===== config.mk =====
export PLATFORM = sky130hd
export DESIGN_NAME = hts_regs
export DESIGN_NICKNAME = d
export VERILOG_FILES = /design/src/design/hts_regs.v /design/src/design/hts_trim_mem.v
export VERILOG_INCLUDE_DIRS = /design/src /design/src/design
export SDC_FILE = /design/constraint.sdc
export NUM_CORES = 1
export LEC_CHECK = 0
export ABC_AREA = 1
export BUFFER_PORTS_ARGS = -buffer_cell sky130_fd_sc_hd__buf_2
export CORE_ASPECT_RATIO = 0.6
export CORE_MARGIN = 4
export CORE_UTILIZATION = 32
export CTS_BUF_LIST = sky130_fd_sc_hd__clkbuf_4
export CTS_CLUSTER_DIAMETER = 40
export DETAILED_ROUTE_END_ITERATION = 8
export PLACE_DENSITY_LB_ADDON = 0.25
export SYNTH_ARGS = -nofsm -noshare
export SYNTH_HDL_FRONTEND = slang
export SYNTH_SLANG_ARGS = --single-unit

===== constraint.sdc =====
create_clock -name clk -period 2.9 [get_ports clk]
set_clock_uncertainty 0.05 [all_clocks]
set_input_delay 0.435 -clock clk [delete_from_list [all_inputs] [get_ports clk]]
set_output_delay 0.435 -clock clk [all_outputs]
set_load 0.05 [all_outputs]

===== src/design/hts_regs_consts.vh =====
/*
 * Constants for the humidity/temperature sensor register bank: register
 * addresses, field positions, reset values and timing counts.
 * Assumes a 10 MHz system clock; included by the register bank files.
 */
`ifndef HTS_REGS_CONSTS_VH
`define HTS_REGS_CONSTS_VH

`define HTS_ADDR_IDENTITY      7'h0f
`define HTS_ADDR_AVG_CONF      7'h10
`define HTS_ADDR_CTRL1         7'h20
`define HTS_ADDR_CTRL2         7'h21
`define HTS_ADDR_CTRL3         7'h22
`define HTS_ADDR_STATUS        7'h27
`define HTS_ADDR_HUM_L         7'h28
`define HTS_ADDR_HUM_H         7'h29
`define HTS_ADDR_TEMP_L        7'h2a
`define HTS_ADDR_TEMP_H        7'h2b
`define HTS_ADDR_TRIM_BASE     7'h30
`define HTS_ADDR_TRIM_HI       3'h3
`define HTS_SUB_INC_BIT        7

`define HTS_RST_AVG_CONF       8'h1b
`define HTS_RST_CTRL           8'h00
`define HTS_AVG_CONF_MASK      8'h3f
`define HTS_CTRL1_MASK         8'h87
`define HTS_CTRL2_MASK         8'h83
`define HTS_CTRL3_MASK         8'hc4

`define HTS_TEMP_AVERAGE_SELECT_MSB           5
`define HTS_TEMP_AVERAGE_SELECT_LSB           3
`define HTS_HUMIDITY_AVERAGE_SELECT_MSB           2
`define HTS_HUMIDITY_AVERAGE_SELECT_LSB           0
`define HTS_ACTIVE_BIT         7
`define HTS_BDU_BIT            2
`define HTS_ODR_MSB            1
`define HTS_ODR_LSB            0
`define HTS_BOOT_BIT           7
`define HTS_HEATER_BIT         1
`define HTS_ONESHOT_BIT        0
`define HTS_POL_BIT            7
`define HTS_OD_BIT             6
`define HTS_READY_OUTPUT_ENABLE_BIT        2
`define HTS_HDA_BIT            1
`define HTS_TDA_BIT            0

`define HTS_ODR_ONESHOT        2'h0
`define HTS_ODR_1HZ            2'h1
`define HTS_ODR_7HZ            2'h2
`define HTS_ODR_12HZ           2'h3

`define HTS_CLK_HZ             10000000
`define HTS_PERIOD_1HZ         (`HTS_CLK_HZ / 1)
`define HTS_PERIOD_7HZ         (`HTS_CLK_HZ / 7)
`define HTS_PERIOD_12HZ        ((`HTS_CLK_HZ * 2) / 25)
`define HTS_TRIM_WORDS         16
`define HTS_TRIM_AW            4

`endif


===== src/design/hts_regs.v =====
/*
 * Register bank and measurement control for a humidity/temperature sensor.
 * Assumes a serial port engine that presents decoded byte accesses on the
 * block clock (one-cycle strobes), a converter that reports each finished
 * sample with a one-cycle pulse, and a readable non-volatile trimming store.
 */
`timescale 1ns/10ps
`default_nettype none
`include "hts_regs_consts.vh"

module hts_regs #(
    parameter [7:0]  IDENTITY_CODE = 8'h5a, // Arbitrary value
    parameter [31:0] PERIOD_1HZ    = `HTS_PERIOD_1HZ,
    parameter [31:0] PERIOD_7HZ    = `HTS_PERIOD_7HZ,
    parameter [31:0] PERIOD_12HZ   = `HTS_PERIOD_12HZ
) (
    input  wire        clk,
    input  wire        rst,
    input  wire        acc_start,
    input  wire [7:0]  acc_sub,
    input  wire        acc_wr,
    input  wire [7:0]  acc_wdata,
    input  wire        acc_rd,
    output reg  [7:0]  acc_rdata_q,
    output reg         acc_rvalid_q,
    output reg         conv_start_q,
    input  wire        conv_done,
    input  wire [15:0] conv_humidity,
    input  wire [15:0] conv_temperature,
    output reg  [2:0]  temp_average_select_q,
    output reg  [2:0]  humidity_average_select_q,
    output reg         active_enable_q,
    output reg         heater_on_q,
    output reg  [3:0]  nv_addr_q,
    input  wire [7:0]  nv_data,
    output reg         sample_ready_pin_o_q,
    output reg         sample_ready_pin_oe_q
);
    reg  [6:0]  addr_q;
    reg         inc_q;
    reg  [7:0]  avg_q;
    reg  [7:0]  ctrl1_q;
    reg  [7:0]  ctrl2_q;
    reg  [7:0]  ctrl3_q;
    reg         hda_q;
    reg         tda_q;
    reg  [15:0] hum_q;
    reg  [15:0] temp_q;
    reg         hum_lock_q;
    reg         temp_lock_q;
    reg         busy_q;
    reg  [31:0] rate_cnt_q;
    reg         boot_act_q;
    reg  [4:0]  boot_idx_q;
    reg         boot_wr_q;
    reg  [3:0]  boot_waddr_q;
    reg  [7:0]  rd_sel_q;
    reg         rd_trim_q;
    reg         rd_pend_q;
    localparam [7:0] AVG_RST = `HTS_RST_AVG_CONF;

    wire [7:0]  trim_rdata;
    wire        trim_host_wr;
    wire        mem_wr;
    wire [3:0]  mem_waddr;
    wire [7:0]  mem_wdata;
    wire [6:0]  cur_addr;
    wire        do_wr;
    wire        do_rd;
    wire [1:0]  output_rate_select;
    wire [31:0] period;
    wire        tick;
    wire        rd_hum_l;
    wire        rd_hum_h;
    wire        rd_temp_l;
    wire        rd_temp_h;
    wire        block_update;

    assign cur_addr  = acc_start ? acc_sub[6:0] : addr_q;
    assign do_wr     = acc_wr & ~boot_act_q;
    assign do_rd     = acc_rd;
    assign output_rate_select       = ctrl1_q[`HTS_ODR_MSB:`HTS_ODR_LSB];
    assign block_update       = ctrl1_q[`HTS_BDU_BIT];
    assign rd_hum_l  = do_rd && cur_addr == `HTS_ADDR_HUM_L;
    assign rd_hum_h  = do_rd && cur_addr == `HTS_ADDR_HUM_H;
    assign rd_temp_l = do_rd && cur_addr == `HTS_ADDR_TEMP_L;
    assign rd_temp_h = do_rd && cur_addr == `HTS_ADDR_TEMP_H;
    assign period    = (output_rate_select == `HTS_ODR_1HZ) ? PERIOD_1HZ :
                       (output_rate_select == `HTS_ODR_7HZ) ? PERIOD_7HZ : PERIOD_12HZ;
    assign tick      = active_enable_q && output_rate_select != `HTS_ODR_ONESHOT &&
                       rate_cnt_q >= period - 32'h0000_0001;
    assign trim_host_wr = do_wr &&
                          cur_addr[6:4] == `HTS_ADDR_TRIM_HI;
    // Reload has priority over host writes to the trimming area
    assign mem_wr    = boot_wr_q | trim_host_wr;
    assign mem_waddr = boot_wr_q ? boot_waddr_q : cur_addr[3:0];
    assign mem_wdata = boot_wr_q ? nv_data : acc_wdata;

    hts_trim_mem u_trim (
        .clk       (clk),
        .wr_en     (mem_wr),
        .wr_addr   (mem_waddr),
        .wr_data   (mem_wdata),
        .rd_addr   (cur_addr[3:0]),
        .rd_data_q (trim_rdata)
    );

    // Address pointer: auto-increment only when the sub-address asks for it
    always @(posedge clk) begin
        if (rst) begin
            addr_q <= 7'h00;
            inc_q  <= 1'b0;
        end else if (acc_start) begin
            inc_q  <= acc_sub[`HTS_SUB_INC_BIT];
            addr_q <= (acc_sub[`HTS_SUB_INC_BIT] && (acc_rd || acc_wr)) ?
                      acc_sub[6:0] + 7'h01 : acc_sub[6:0];
        end else if (inc_q && (acc_rd || acc_wr)) begin
            addr_q <= addr_q + 7'h01;
        end
    end

    // Writable control registers; reserved bits and addresses are dropped
    always @(posedge clk) begin
        if (rst) begin
            avg_q   <= `HTS_RST_AVG_CONF;
            ctrl1_q <= `HTS_RST_CTRL;
            ctrl2_q <= `HTS_RST_CTRL;
            ctrl3_q <= `HTS_RST_CTRL;
        end else begin
            if (do_wr && cur_addr == `HTS_ADDR_AVG_CONF) begin
                avg_q <= acc_wdata & `HTS_AVG_CONF_MASK;
            end
            if (do_wr && cur_addr == `HTS_ADDR_CTRL1) begin
                ctrl1_q <= acc_wdata & `HTS_CTRL1_MASK;
            end
            if (do_wr && cur_addr == `HTS_ADDR_CTRL3) begin
                ctrl3_q <= acc_wdata & `HTS_CTRL3_MASK;
            end
            if (do_wr && cur_addr == `HTS_ADDR_CTRL2) begin
                ctrl2_q <= acc_wdata & `HTS_CTRL2_MASK;
            end else begin
                // Self-clearing bits; a host write in the same cycle wins
                if (boot_act_q && boot_idx_q == 5'h10) begin
                    ctrl2_q[`HTS_BOOT_BIT] <= 1'b0;
                end
                if (conv_done && busy_q) begin
                    ctrl2_q[`HTS_ONESHOT_BIT] <= 1'b0;
                end
            end
        end
    end

    // Trimming reload: after reset and whenever the reboot bit is written
    always @(posedge clk) begin
        if (rst) begin
            boot_act_q   <= 1'b1;
            boot_idx_q   <= 5'h00;
            boot_wr_q    <= 1'b0;
            boot_waddr_q <= 4'h0;
            nv_addr_q    <= 4'h0;
        end else begin
            boot_wr_q    <= 1'b0;
            if (boot_act_q) begin
                // Store data lags the address by one cycle
                nv_addr_q  <= boot_idx_q[3:0] + 4'h1;
                boot_wr_q  <= ~boot_idx_q[4];
                boot_waddr_q <= boot_idx_q[3:0];
                if (boot_idx_q == 5'h10) begin
                    boot_act_q <= 1'b0;
                end else begin
                    boot_idx_q <= boot_idx_q + 5'h01;
                end
            end else if (do_wr && cur_addr == `HTS_ADDR_CTRL2 &&
                         acc_wdata[`HTS_BOOT_BIT]) begin
                boot_act_q <= 1'b1;
                boot_idx_q <= 5'h00;
                nv_addr_q  <= 4'h0;
            end
        end
    end

    // Conversion scheduling: single shot or free-running rate
    always @(posedge clk) begin
        if (rst) begin
            busy_q       <= 1'b0;
            rate_cnt_q   <= 32'h0000_0000;
            conv_start_q <= 1'b0;
        end else begin
            conv_start_q <= 1'b0;
            if (!active_enable_q || output_rate_select == `HTS_ODR_ONESHOT || tick) begin
                rate_cnt_q <= 32'h0000_0000;
            end else begin
                rate_cnt_q <= rate_cnt_q + 32'h0000_0001;
            end
            if (conv_done) begin
                busy_q <= 1'b0;
            end else if (!busy_q && active_enable_q &&
                         ((output_rate_select == `HTS_ODR_ONESHOT &&
                           ctrl2_q[`HTS_ONESHOT_BIT]) || tick)) begin
                busy_q       <= 1'b1;
                conv_start_q <= 1'b1;
            end
        end
    end

    // Result registers and sample-available flags
    always @(posedge clk) begin
        if (rst) begin
            hum_q       <= 16'h0000;
            temp_q      <= 16'h0000;
            hum_lock_q  <= 1'b0;
            temp_lock_q <= 1'b0;
            hda_q       <= 1'b0;
            tda_q       <= 1'b0;
        end else begin
            // Reading one byte locks the pair; the next read of either byte releases it
            if (!block_update || rd_hum_l == rd_hum_h) begin
                hum_lock_q <= hum_lock_q & block_update;
            end
            if (block_update && (rd_hum_l || rd_hum_h)) begin
                hum_lock_q <= ~hum_lock_q;
            end
            if (!block_update) begin
                temp_lock_q <= 1'b0;
            end else if (rd_temp_l || rd_temp_h) begin
                temp_lock_q <= ~temp_lock_q;
            end
            if (conv_done && !(block_update && hum_lock_q)) begin
                hum_q <= conv_humidity;
            end
            if (conv_done && !(block_update && temp_lock_q)) begin
                temp_q <= conv_temperature;
            end
            // A new sample wins over a clearing read in the same cycle
            hda_q <= conv_done | (hda_q & ~rd_hum_h);
            tda_q <= conv_done | (tda_q & ~rd_temp_h);
        end
    end

    // Read path: pick the byte, trimming data arrives one cycle later
    always @(posedge clk) begin
        if (rst) begin
            rd_sel_q     <= 8'h00;
            rd_trim_q    <= 1'b0;
            rd_pend_q    <= 1'b0;
            acc_rdata_q  <= 8'h00;
            acc_rvalid_q <= 1'b0;
        end else begin
            rd_pend_q <= do_rd;
            rd_trim_q <= cur_addr[6:4] == `HTS_ADDR_TRIM_HI;
            case (cur_addr)
                `HTS_ADDR_IDENTITY: rd_sel_q <= IDENTITY_CODE;
                `HTS_ADDR_AVG_CONF: rd_sel_q <= avg_q;
                `HTS_ADDR_CTRL1:    rd_sel_q <= ctrl1_q;
                `HTS_ADDR_CTRL2:    rd_sel_q <= ctrl2_q;
                `HTS_ADDR_CTRL3:    rd_sel_q <= ctrl3_q;
                `HTS_ADDR_STATUS:   rd_sel_q <= {6'h00, hda_q, tda_q};
                `HTS_ADDR_HUM_L:    rd_sel_q <= hum_q[7:0];
                `HTS_ADDR_HUM_H:    rd_sel_q <= hum_q[15:8];
                `HTS_ADDR_TEMP_L:   rd_sel_q <= temp_q[7:0];
                `HTS_ADDR_TEMP_H:   rd_sel_q <= temp_q[15:8];
                default:            rd_sel_q <= 8'h00;
            endcase
            acc_rvalid_q <= rd_pend_q;
            acc_rdata_q  <= rd_trim_q ? trim_rdata : rd_sel_q;
        end
    end

    // Field outputs and the ready pin
    always @(posedge clk) begin
        if (rst) begin
            temp_average_select_q     <=
                AVG_RST[`HTS_TEMP_AVERAGE_SELECT_MSB:`HTS_TEMP_AVERAGE_SELECT_LSB];
            humidity_average_select_q <=
                AVG_RST[`HTS_HUMIDITY_AVERAGE_SELECT_MSB:`HTS_HUMIDITY_AVERAGE_SELECT_LSB];
            active_enable_q           <= 1'b0;
            heater_on_q               <= 1'b0;
            sample_ready_pin_o_q      <= 1'b0;
            sample_ready_pin_oe_q     <= 1'b0;
        end else begin
            temp_average_select_q <=
                avg_q[`HTS_TEMP_AVERAGE_SELECT_MSB:`HTS_TEMP_AVERAGE_SELECT_LSB];
            humidity_average_select_q <=
                avg_q[`HTS_HUMIDITY_AVERAGE_SELECT_MSB:`HTS_HUMIDITY_AVERAGE_SELECT_LSB];
            active_enable_q <= ctrl1_q[`HTS_ACTIVE_BIT];
            heater_on_q     <= ctrl2_q[`HTS_HEATER_BIT];
            // Open-drain only drives the low level, whatever the polarity
            if (!ctrl3_q[`HTS_READY_OUTPUT_ENABLE_BIT]) begin
                sample_ready_pin_o_q  <= 1'b0;
                sample_ready_pin_oe_q <= 1'b0;
            end else begin
                sample_ready_pin_o_q <=
                    (hda_q | tda_q) ^ ctrl3_q[`HTS_POL_BIT];
                sample_ready_pin_oe_q <= !ctrl3_q[`HTS_OD_BIT] ||
                    ((hda_q | tda_q) ^ ctrl3_q[`HTS_POL_BIT]) == 1'b0;
            end
        end
    end
endmodule // hts_regs
`default_nettype wire


===== src/design/hts_trim_mem.v =====
/*
 * Sixteen-byte trimming memory with one write port and a registered read.
 * Assumes both ports on the block clock; contents are undefined until the
 * first load from the non-volatile copy.
 */
`timescale 1ns/10ps
`default_nettype none
`include "hts_regs_consts.vh"

module hts_trim_mem (
    input  wire                      clk,
    input  wire                      wr_en,
    input  wire [`HTS_TRIM_AW-1:0]   wr_addr,
    input  wire [7:0]                wr_data,
    input  wire [`HTS_TRIM_AW-1:0]   rd_addr,
    output reg  [7:0]                rd_data_q
);
    reg [7:0] mem [0:`HTS_TRIM_WORDS-1];

    always @(posedge clk) begin
        if (wr_en) begin
            mem[wr_addr] <= wr_data;
        end
        rd_data_q <= mem[rd_addr];
    end
endmodule // hts_trim_mem
`default_nettype wire


-- Word level (Yosys, flattened, before mapping)
Memories as Yosys holds them, arrays and structs flattened. A register that Yosys moved wholly into a read port is not among the register bits.
Index checks and enable logic that the tools add are counted.
- $add $sub $neg: 6
- reduce and logical (&&, ||, !) cells: 51
- muxes and demuxes: 27
- bitwise logic cells: 18
- $lt $le $gt $ge: 1
- equal/unequal tests: 16
- operators by type and width (operator ; count):
    case mux 8 bit (10 select lines) ; 1
    equality test 7 x 6 -> 1 bit (second input constant) ; 8
    adder 32 x 1 -> 32 bit (second input constant) ; 1
    greater-or-equal comparator 32 bit ; 1
    2-to-1 mux 7 bit ; 4
    subtractor 24 x 1 -> 25 bit (second input constant) ; 1
    logical AND 1 bit ; 24
    2-to-1 mux 24 bit ; 1
    2-to-1 mux 21 bit ; 1
    2-to-1 mux 8 bit ; 2
    2-to-1 mux 5 bit ; 3
    adder 7 x 1 -> 7 bit (second input constant) ; 2
    2-to-1 mux 1 bit ; 12
    2-to-1 mux 4 bit ; 3
    nonzero test 2 bit ; 6
    OR reduction 2 bit ; 5
    NOT 1 bit ; 9
    logical OR 1 bit ; 8
    equality test 7 x 4 -> 1 bit (second input constant) ; 1
    equality test 7 x 5 -> 1 bit (second input constant) ; 1
    logical NOT 1 bit ; 6
    adder 5 x 1 -> 5 bit (second input constant) ; 1
    equality test 5 bit (second input constant) ; 1
    adder 4 x 1 -> 4 bit (second input constant) ; 1
    10 further kinds ; 16
- register bits after elaboration: 138
- memories: 1
- RAM bits: 128
- word-level logic and storage cells: 153
- memory list (name ; depth ; bits a word ; rd ports ; clocked after memory_dff ; write ports ; line ; source):
    u_trim.mem ; 16 ; 8 ; 1 ; 1 ; 1 ; hts_trim_mem.v:18 ; reg [7:0] mem [0:`HTS_TRIM_WORDS-1];

-- Depth between registers and ports, before layout
Gate-level depths: netlist of run 1.
- depth after elaboration: 9
- gate-level depth with buffers: 17
- depth with buffers taken out: 17

-- Cells and area by module
From an unflattened synthesis of run 1, not the netlist that was laid out.
- cells, all modules: 1474
- area, all modules: 12333.1 µm²
- by module, submodules not included (module ; cells each ; times used ; area an instance (µm²)):
    hts_regs ; 923 ; 1 ; 6566.3
    hts_trim_mem ; 551 ; 1 ; 5766.8

-- Least setup slack after synthesis of run 1
No wires, ideal clock.
- path type: input to register
- start: in acc_start
- end: mem u_trim.mem[11][0] (enable)
- path slack: 0.714 ns
- arrival: 1.766 ns
- stages: 11
- library setup time: 0.370 ns
- cells stage by stage: buf_6 -> inv_4 -> buf_8 -> nand2_1 -> o21ai_4 -> nand2_1 -> nor2_1 -> a21oi_1 -> inv_1 -> nand3_1 -> nor2_1
- word-level cells in the longest chain between the ends: 6
- RTL lines (what ; line ; source):
    from (decl) ; hts_regs.v:19 ; input wire acc_start,
    2-to-1 mux 7 bit * ; hts_regs.v:79 ; assign cur_addr = acc_start ? acc_sub[6:0] : addr_q;
    equality test 3 x 2 -> 1 bit (no line) ; n/a ;
    logical AND 1 bit (no line) ; n/a ;
    bitwise OR 1 bit ; hts_regs.v:95 ; assign mem_wr = boot_wr_q | trim_host_wr;
    2-to-1 mux 1 bit ; hts_trim_mem.v:21 ; if (wr_en) begin
    2-to-1 mux 1 bit (not written as such) ; hts_trim_mem.v:22 ; mem[wr_addr] <= wr_data;
    to (decl) ; hts_trim_mem.v:18 ;
Every way passes the cells marked *; elsewhere a longest branch is shown, timed or not.

-- Worst setup path after layout of run 1
- start: reg ctrl1_q[1]
- end: reg rate_cnt_q[23]
- word-level cells in the longest chain between the ends: 8
- RTL lines (what ; line ; source):
    from (decl) ; hts_regs.v:42 ; reg [7:0] ctrl1_q;
    from (signal assigned) ; hts_regs.v:126 ; ctrl1_q <= `HTS_RST_CTRL;
    from (signal assigned) ; hts_regs.v:134 ; ctrl1_q <= acc_wdata & `HTS_CTRL1_MASK;
    equality test 2 bit (no line) ; n/a ;
    2-to-1 mux 21 bit ; hts_regs.v:89 ; (output_rate_select == `HTS_ODR_7HZ) ? PERIOD_7HZ : PERIOD_12HZ;
    2-to-1 mux 24 bit ; hts_regs.v:88 ; assign period = (output_rate_select == `HTS_ODR_1HZ) ? PERIOD_1HZ :
    subtractor 24 x 1 -> 25 bit ; hts_regs.v:91 ; rate_cnt_q >= period - 32'h0000_0001;
    greater-or-equal comparator 32 bit ; hts_regs.v:91 ;
    logical AND 1 bit ; hts_regs.v:90 ; assign tick = active_enable_q && output_rate_select != `HTS_ODR_ONESHOT &&
    logical OR 1 bit * ; hts_regs.v:190 ; if (!active_enable_q || output_rate_select == `HTS_ODR_ONESHOT || tick) begin
    OR reduction 2 bit (no line) * ; n/a ;
    to (signal assigned) ; hts_regs.v:193 ; rate_cnt_q <= rate_cnt_q + 32'h0000_0001;
    to (decl) ; hts_regs.v:52 ; reg [31:0] rate_cnt_q;
Marked as above.
A chain may end at the register's enable or synchronous reset.

==> results of run 1 <==
-- area by class of cell --
| class | instances | area (sq um) |
|---|---|---|
| clock inverter | 21 | 117.6 |
| inverter | 105 | 401.6 |
| antenna | 2 | 5.005 |
| sequential | 274 | 6766 |
| timing repair buffer | 159 | 1089 |
| fill | 3583 | 21410 |
| multi-input combinational | 833 | 4274 |
| clock buffer | 102 | 765.7 |
| tap | 467 | 584.3 |
-- Yosys cell counts (13+ instances only) --
library cell | number | area share
nor3_1 | 26 | 0.011
clkbuf_1 | 17 | 0.0055
nor2_1 | 173 | 0.056
edfxtp_1 | 128 | 0.33
nand4_1 | 21 | 0.011
nand3_1 | 42 | 0.018
dfxtp_1 | 146 | 0.25
buf_2 | 13 | 0.0056
ha_1 | 27 | 0.029
o21ai_1 | 13 | 0.0056
o21ai_0 | 76 | 0.033
inv_1 | 89 | 0.029
nand2_1 | 247 | 0.080
a22oi_1 | 64 | 0.041
a21oi_1 | 57 | 0.025
-- path summary, 6_finish.rpt --
| kind | endpoint | depth (start not counted) |
|---|---|---|
| max | rate_cnt_q[23] | 12 |
| min | addr_q[6] | 4 |
| max reg2reg | rate_cnt_q[23] | 12 |
| min reg2reg | acc_rvalid_q | 2 |
-- stage by stage --
stage	hold slack [ns]	instance area (sq um)
6_report	0.07526	14000
5_1_grt	0.03960	14000
4_1_cts	0.004974	14000
3_5_place_dp	0.3835	12680
3_3_place_gp	0.3820	12680
2_1_floorplan	0.3383	11630
-- power by group through the flow --
stage / combinational [mW] / clock, mW / sequential (mW)
after global placement: 0.660 / 0 / 4.33
after detailed placement: 0.667 / 0 / 4.32
final: 0.720 / 3.34 / 4.24
after floorplan: 0.392 / 0 / 4.32
after global routing: 0.794 / 3.67 / 4.25
after CTS: 0.715 / 3.44 / 4.24
-- what timing repair did --
item	in CTS	in global routing
endpoints found under the setup margin	0	0
endpoints found under the hold margin	52	0
hold buffers	43	0
-- critical path: cells and delay by family (launching register included) --
| kind | cells | cell delay [ns] |
|---|---|---|
| adders and majority gates | 2 | 0.66 |
| buffers and inverters | 3 | 0.50 |
| and+or+nand+nor | 6 | 0.48 |
| DFF | 1 | 0.38 |
| AOI/OAI and AO/OA | 1 | 0.15 |
-- flip-flops by register name (all words and copies together), names as in the netlist, 5 cells and up --
| name | flops |
|---|---|
| u_trim.mem | 128 |
| rate_cnt_q | 32 |
| hum_q | 16 |
| temp_q | 16 |
| acc_rdata_q | 8 |
| rd_sel_q | 8 |
| u_trim.rd_data_q | 8 |
| addr_q | 7 |
| avg_q | 6 |
| boot_idx_q | 5 |
-- cell families after synthesis --
group,count (synthesis),synth area share
flip-flops,274,0.5831
buffers and inverters,142,0.05089
AND/OR/NAND/NOR,547,0.2030
adder cells (fa/ha/maj),27,0.02911
AO/OA/AOI/OAI,231,0.1189
other,2,0.0006471
XOR/XNOR,19,0.01434
-- layer usage --
layer  share of wire  wire length (um)
met5               0                 0
met4           0.015               543
met3           0.098              3488
met2            0.37             13190
met1            0.51             18210
==> flow_metrics.tcl, run 1 <==
set metrics [dict create \
    synthFlopType "dfxtp_1" \
    die_y_um 155.5 \
    num_vias 9581 \
    timing.rr.start "ctrl1_q[1]" \
    rsz0062_at_grt "no" \
    firstDrtPassIters 5 \
    tightest_slew_ns 0.8355 \
    pwr-share-clk 0.402 \
    slowest_delay_ns 0.38 \
    worstPathArrival_ns 2.93 \
    dp_hpwl_mm 25.05 \
    port_buffers 85 \
    pin_count 86 \
    cts_resized 0 \
    outcome "finished, final reports clean" \
    clk_path_buf_depth 3 \
    cap_viol_max_count 0 \
    switching_share 0.2629 \
    syn-cell-area_sq_mm 0.01160 \
    cts.sinks 274 \
    vias_per_cell 4.881 \
    hp-class "input pin to flop" \
    routed_wl_mm 35.44 \
    nets 1531 \
    start_kind "flop" \
    final.setup.worst_slack_ns 0.4965 \
    top_usage_layer "met1" \
    drc 0 \
    synthCells 1242 \
    fin_crit_sh 0.8288 \
    crit_path_start "ctrl1_q[1]" \
    clk_latency_ns 0.75 \
    ys_ff_latch 274 \
    cp_data_required_time_ns 3.43 \
    antenna_found_initial 1 \
    core-area_sq_mm 0.03541 \
    cts_root_buffer "clkbuf_4" \
    slew_violations 0 \
    path_class "flop to flop" \
    setup_violations 0 \
    grt_max_degree 38 \
    gr-total-overflow 0 \
    grt_pass1_vias 9274 \
    synth_warnings 0 \
    antenna_left 0 \
    use_met1 0.2885 \
    fp-row-count 53 \
    syn_area_per_cell_sq_um 9.344 \
    synth_edf_count 128 \
    period_needed_ns 2.403 \
    switchingPower_mw 2.181 \
    min_from "acc_sub[6]" \
    syn2layout_area_growth_pct 20.67 \
    gp_congestion 0.8726 \
    grt_pass1_wl_mm 54.24 \
    slowest_stage "dfxtp_1" \
    synth-async-reset-ratio 0 \
    setup_tns_ns 0 \
    layout_commonest_cell "nand2_1" \
    die_w_um 253.9 \
    clk_pin_slew_ns 0.06 \
    r2r_setup_slack_ns 0.50 \
    ys_types 45 \
    htree_num_levels 3 \
    pwr-share-seq 0.511 \
    start_util 0.3277 \
    first_iter_violations 957 \
    mostFrequentLayoutCells "247 x nand2_1, 173 x nor2_1, 146 x dfxtp_1, 128 x edfxtp_1, 102 x clkbuf_4" \
    wire_per_inst_um 18.05 \
    p_int_mw 6.114 \
    instances_no_fill 1963 \
    power_density_mw_per_mm2 592.3 \
    dieArea_sq_mm 0.03948 \
    hold_viol 0 \
    cts_setup_buffers 0 \
    finalPower_mw 8.295 \
    cts_made_buffers 69 \
    cts_tree "built" \
    layout.core_utilization 0.3954 \
    p_leak_nw 5.638 \
    share_comb_of_total_power 0.087 \
    grt_usage 0.1805 \
    drive_gt1_frac 0.1847 \
    cp-end-kind "flop" \
    ir_drop_uv 262.3 \
    grtUsageMet3 0.05113 \
    relSlewSlack 0.4417 \
    place_ws_ns 0.3564 \
    seq_area_frac_synth 0.5831 \
    grt_use_met2 0.2322 \
    place_inst 1795 \
    crit_path_cell_trace "inv_1, ha_1, inv_1, ha_1, nand4_1, a21oi_1, nor2_1, nand2_1, nand2_1, nand4_1, buf_4, nor2_1" \
    fmax_mhz 416.1 \
    crit_fanout 25 \
]
(Power assumes the default switching activity.)
==> inputs of run 2 (changes only) <==
clock period = 1.9 ns   (was 2.9 ns; I/O delays follow)
==> run 2 against run 1 <==
Compared with the run above:
- the flow now finishes with violations (setup timing)
- cell area up 12%
- first-iteration DRC count decreased by 17%
- setup slack got worse by 0.79 ns
- combinational power rose by 96%
- critical endpoint is now rate_cnt_q[12]
- largest power group unchanged
==> flow_metrics.tcl, run 2 (synthesized netlist as in run 1, its figures left out) <==
set metrics [dict create \
    outcome "finished with violations" \
    violations "setup timing" \
    cts_root_buffer "clkbuf_4" \
    cts_tree "built" \
    dieArea_sq_mm 0.03948 \
    start_util 0.3277 \
    mostFrequentLayoutCells "233 x nand2_1, 148 x nor2_1, 143 x dfxtp_1, 128 x edfxtp_1, 122 x buf_4" \
    path_buf_inv 4 \
    clk_pin_slew_ns 0.08 \
    drc 0 \
    placed_cell_area_sq_mm 0.01374 \
    first_iter_violations 792 \
    final.setup.worst_slack_ns -0.2909 \
    switchingPower_mw 3.433 \
    firstDrtPassIters 5 \
    nets 1657 \
    ir_drop_uv 377.9 \
    finalPower_mw 13.32 \
    place_ws_ns -0.2773 \
    power_density_mw_per_mm2 850.4 \
    path_class "flop to flop" \
    drive_gt1_frac 0.2922 \
    rsz0062_at_grt "yes" \
    tightest_slew_ns 0.5367 \
    clk_path_buf_depth 3 \
    p_leak_nw 6.398 \
    crit_path_cell_trace "inv_6, ha_4, inv_4, ha_4, nand4_1, a21oi_2, nor2_2, nand2_2, nand2_2, nand4_1, buf_6, clkbuf_16, nor3_2" \
    start_kind "flop" \
    share_comb_of_total_power 0.106 \
    grt_usage 0.1826 \
    wire_per_inst_um 17.53 \
    switching_share 0.2578 \
    top_regs "u_trim.mem x128, rate_cnt_q x32" \
    p_int_mw 9.885 \
    cp_data_required_time_ns 2.48 \
    setup_violations 29 \
    cap_viol_max_count 0 \
    hold_viol 0 \
    dp_hpwl_mm 25.91 \
    fin_area_sq_mm 0.01566 \
    routed_wl_mm 36.63 \
    htree_num_levels 3 \
    slew_violations 0 \
    gp_congestion 0.8540 \
    gr-total-overflow 0 \
    pin_count 86 \
    clk_latency_ns 0.77 \
    largest_reg_flops 128 \
    antenna_left 0 \
    crit_fanout 6 \
    largest_register "u_trim.mem" \
    fin_crit_sh 1.153 \
    fmax_mhz 456.4 \
    crit_family "adder cells" \
    die_w_um 253.9 \
    worstPathArrival_ns 2.77 \
    core-area_sq_mm 0.03541 \
    grt_pass1_vias 9470 \
    die_y_um 155.5 \
    relSlewSlack 0.6418 \
    slowest_stage "dfxtp_4" \
    fp-row-count 53 \
    cp-end-kind "flop" \
    period_needed_ns 2.191 \
    antenna_found_initial 1 \
    layout_commonest_cell "nand2_1" \
    cts_made_buffers 69 \
    num_vias 10066 \
    grt_max_degree 44 \
    syn2layout_area_growth_pct 34.94 \
    fillCellCount 3459 \
    vias_per_cell 4.816 \
    slowest_delay_ns 0.37 \
    pwr-share-seq 0.484 \
    port_buffers 85 \
    pwr-share-clk 0.411 \
    cts.sinks 274 \
    hp-class "input pin to flop" \
    grt_pass1_wl_mm 55.02 \
]
## run 2: routing by layer
metal | track usage | routed length (um) | part of all wire | vias to the layer above
li1 | - | - | - | 4931
met1 | 0.2904 | 19160 | 0.52 | 4744
met2 | 0.2357 | 13820 | 0.38 | 343
met3 | 0.05480 | 3106 | 0.085 | 48
met4 | 0.04671 | 550 | 0.015 | 0
met5 | 0 | 0 | 0 | -
## run 2: worst paths after layout
| check | startpoint | endpoint | slack [ns] | depth (start not counted) |
|---|---|---|---|---|
| setup / recovery | ctrl1_q[0] | rate_cnt_q[12] | -0.29 | 13 |
| hold reg to reg | rd_pend_q | acc_rvalid_q | 0.37 | 2 |
| hold / removal | nv_data[1] | u_trim.mem[5][1] | 0.08 | 4 |
| setup reg to reg | ctrl1_q[0] | rate_cnt_q[12] | -0.29 | 13 |
## run 2: area by class of cell
type / instances / area (sq um) / share of cell area
timing repair buffer: 285 / 2307 / 0.1473
clock inverter: 19 / 161.4 / 0.01031
multi-input combinational: 833 / 4614 / 0.2947
inverter: 105 / 421.7 / 0.02693
tap: 467 / 584.3 / 0.03731
clock buffer: 106 / 795.8 / 0.05082
antenna: 1 / 2.502 / 0.0001598
sequential: 274 / 6773 / 0.4325
## run 2: metrics by stage
step / setup TNS (ns) / hold WS [ns] / cells / utilization
after CTS: -5.623 / 0.002371 / 2078 / 0.4313
final: -6.780 / 0.08027 / 2090 / 0.4422
after detailed placement: -32.58 / 0.3698 / 1895 / 0.3879
after floorplan: -5.962 / 0.3383 / 1249 / -
after global placement: -25.81 / 0.3753 / 1895 / 0.3879
after global routing: -10.13 / 0.04671 / 2090 / 0.4422
## run 2: what timing repair did
action	in CTS	in global routing
pin swaps	0	21
buffers inserted	3	7
setup endpoints to repair	38	174
hold buffers	55	0
endpoints found under the hold margin	108	0
gates resized for setup	3	75
gates cloned	0	4
## run 2: power by group through the flow
stage	logic, mW	registers (mW)	clock network [mW]
2_1_floorplan	0.606	6.59	0
3_3_place_gp	1.23	6.57	0
3_5_place_dp	1.24	6.57	0
4_1_cts	1.34	6.44	5.66
5_1_grt	1.53	6.45	5.95
6_report	1.41	6.44	5.47
## run 2: worst min-delay path, cell delays in order
cell and delay (ns):
buf_2 0.11, nand2_1 0.05, nand2_1 0.06, buf_4 0.22
==> inputs of run 3 (changes only) <==
TNS_END_PERCENT = 50   (was unset)
==> run 3 against run 2 <==
Compared with the run above:
- the run still ends with setup timing left
- count of clock-buffer cells in the layout is 5 lower
- global-route usage increased by 0.31 points
- utilization rose by 0.11 points
- critical path type unchanged
- highest routed layer is now met5
==> flow_metrics.tcl, run 3 (synthesized netlist as in run 1, its figures left out) <==
set metrics [dict create \
    fmax_mhz 469.5 \
    pwr-share-clk 0.396 \
    clk_latency_ns 0.72 \
    clk_pin_slew_ns 0.07 \
    largest_register "u_trim.mem" \
    die_w_um 253.9 \
    largest_reg_flops 128 \
    place_ws_ns -0.3695 \
    mostFrequentLayoutCells "236 x nand2_1, 157 x nor2_1, 143 x dfxtp_1, 128 x edfxtp_1, 122 x buf_4" \
    port_buffers 85 \
    rsz0062_at_grt "yes" \
    path_class "flop to flop" \
    layout_commonest_cell "nand2_1" \
    pwr-share-seq 0.494 \
    violations "setup timing" \
    grt_pass1_vias 9503 \
    drc 0 \
    p_int_mw 9.664 \
    slew_violations 0 \
    gp_congestion 0.9251 \
    start_kind "flop" \
    htree_num_levels 3 \
    power_density_mw_per_mm2 833.4 \
    first_iter_violations 1069 \
    cts_tree "built" \
    worstPathArrival_ns 2.66 \
    hold_viol 0 \
    syn2layout_area_growth_pct 35.27 \
    grt_usage 0.1857 \
    period_needed_ns 2.130 \
    cp-end-kind "flop" \
    min_from "nv_data[2]" \
    clk_path_buf_depth 3 \
    fp-row-count 53 \
    share_comb_of_total_power 0.110 \
    slowest_delay_ns 0.36 \
    layout.core_utilization 0.4433 \
    nets 1665 \
    grt_pass1_wl_mm 56.11 \
    switching_share 0.2613 \
    top_regs "u_trim.mem x128, rate_cnt_q x32" \
    drive_gt1_frac 0.2850 \
    rr_worst_depth 14 \
    ir_drop_uv 337.2 \
    routed_wl_mm 37.08 \
    dp_hpwl_mm 26.57 \
    setup_violations 27 \
    p_leak_nw 6.395 \
    crit_path_start "ctrl1_q[1]" \
    fin_crit_sh 1.121 \
    dieArea_sq_mm 0.03948 \
    antenna_found_initial 2 \
    cts.sinks 274 \
    cts_made_buffers 70 \
    cts_root_buffer "clkbuf_4" \
    grt_max_degree 49 \
    core-area_sq_mm 0.03541 \
    cp_data_required_time_ns 2.42 \
    vias_per_cell 4.826 \
    pin_count 86 \
    timing.rr.start "ctrl1_q[1]" \
    die_y_um 155.5 \
    final.setup.worst_slack_ns -0.2301 \
    crit_fanout 7 \
    min_path_cells 4 \
    hp-class "input pin to flop" \
    r2r_end "rate_cnt_q[19]" \
    wire_per_inst_um 17.69 \
    path_common_cell "nand2_1" \
    antenna_left 0 \
    r2r_setup_slack_ns -0.23 \
    start_util 0.3277 \
    switchingPower_mw 3.418 \
    crit_path_cell_trace "buf_4, ha_4, ha_1, nand2_1, o21ai_0, nand2_1, nand2_1, nand2_1, nand2_1, nand2_1, nand4_1, buf_6, buf_12, nor3_2" \
    outcome "finished with violations" \
    firstDrtPassIters 6 \
    num_vias 10116 \
    gr-total-overflow 0 \
    whs_endpoint "u_trim.mem[3][2]" \
    slowest_stage "dfxtp_4" \
    cap_viol_max_count 0 \
]
-- run 3: cell types whose count changed in the layout (fill, tap and decap cells not counted), sizes merged --
cell,previous run,this run
clkbuf,109,102
clkinv,19,24
dlygate4sd3,55,60
buf,227,231
bufinv,3,2
clkinvlp,1,0
inv,101,102
-- run 3: final cells by class --
cell class / count / area, sq um
Multi-Input combinational cell: 833 / 4641
Timing Repair Buffer: 292 / 2376
Clock inverter: 23 / 141.4
Clock buffer: 101 / 758.2
Antenna cell: 1 / 2.502
Sequential cell: 274 / 6775
Fill cell: 3422 / 19710
Inverter: 105 / 419.2
Tap cell: 467 / 584.3
-- run 3: worst max path at each step --
stage,end,depth (start not counted)
final,rate_cnt_q[19],14
after CTS,rate_cnt_q[19],13
after detailed placement,u_trim.mem[3][5],11
after global placement,u_trim.mem[3][4],11
after global routing,rate_cnt_q[19],13
after floorplan,u_trim.mem[11][0],11
-- run 3: routing by layer --
metal,track usage,vias to the layer above,routed length (um),part of all wire
li1,-,4934,-,-
met1,0.3022,4694,19270,0.52
met2,0.2332,423,13780,0.37
met3,0.05297,63,3410,0.092
met4,0.04776,2,613,0.017
met5,0,-,7,0.00019
-- run 3: power by group through the flow --
stage	logic [mW]	clock network (mW)	registers (mW)
after floorplan	0.601	0	6.59
after global placement	1.26	0	6.59
after detailed placement	1.26	0	6.59
after CTS	1.37	5.36	6.45
after global routing	1.57	5.65	6.47
final	1.44	5.18	6.46
-- run 3: stage by stage --
stage                     cells  setup TNS, ns  hold slack [ns]  area, sq um  power (mW)
after detailed placement   1902         -48.09           0.3566        13790       7.848
after CTS                  2089         -4.919         0.002541        15370       13.18
after global placement     1902         -40.32           0.3576        13790       7.848
final                      2096         -5.213          0.05440        15700       13.08
after global routing       2096         -10.62          0.06500        15700       13.69
after floorplan            1249         -10.98           0.3383        11780       7.189
-- run 3: timing repair --
action | CTS | global route
hold buffers | 60 | 0
buffers inserted | 2 | 6
endpoints found under the hold margin | 97 | 0
gates resized for setup | 14 | 73
cloned | 1 | 1
setup endpoints to repair | 126 | 180
pin swaps | 4 | 20
-- run 3: critical path: cells and delay by family, from the launching register on --
family                   cells  cell delay, ns
adder cells (fa/ha/maj)      2            0.44
AO/OA/AOI/OAI                1            0.21
flip-flops                   1            0.36
AND/OR/NAND/NOR              8            0.51
buffers and inverters        3            0.42
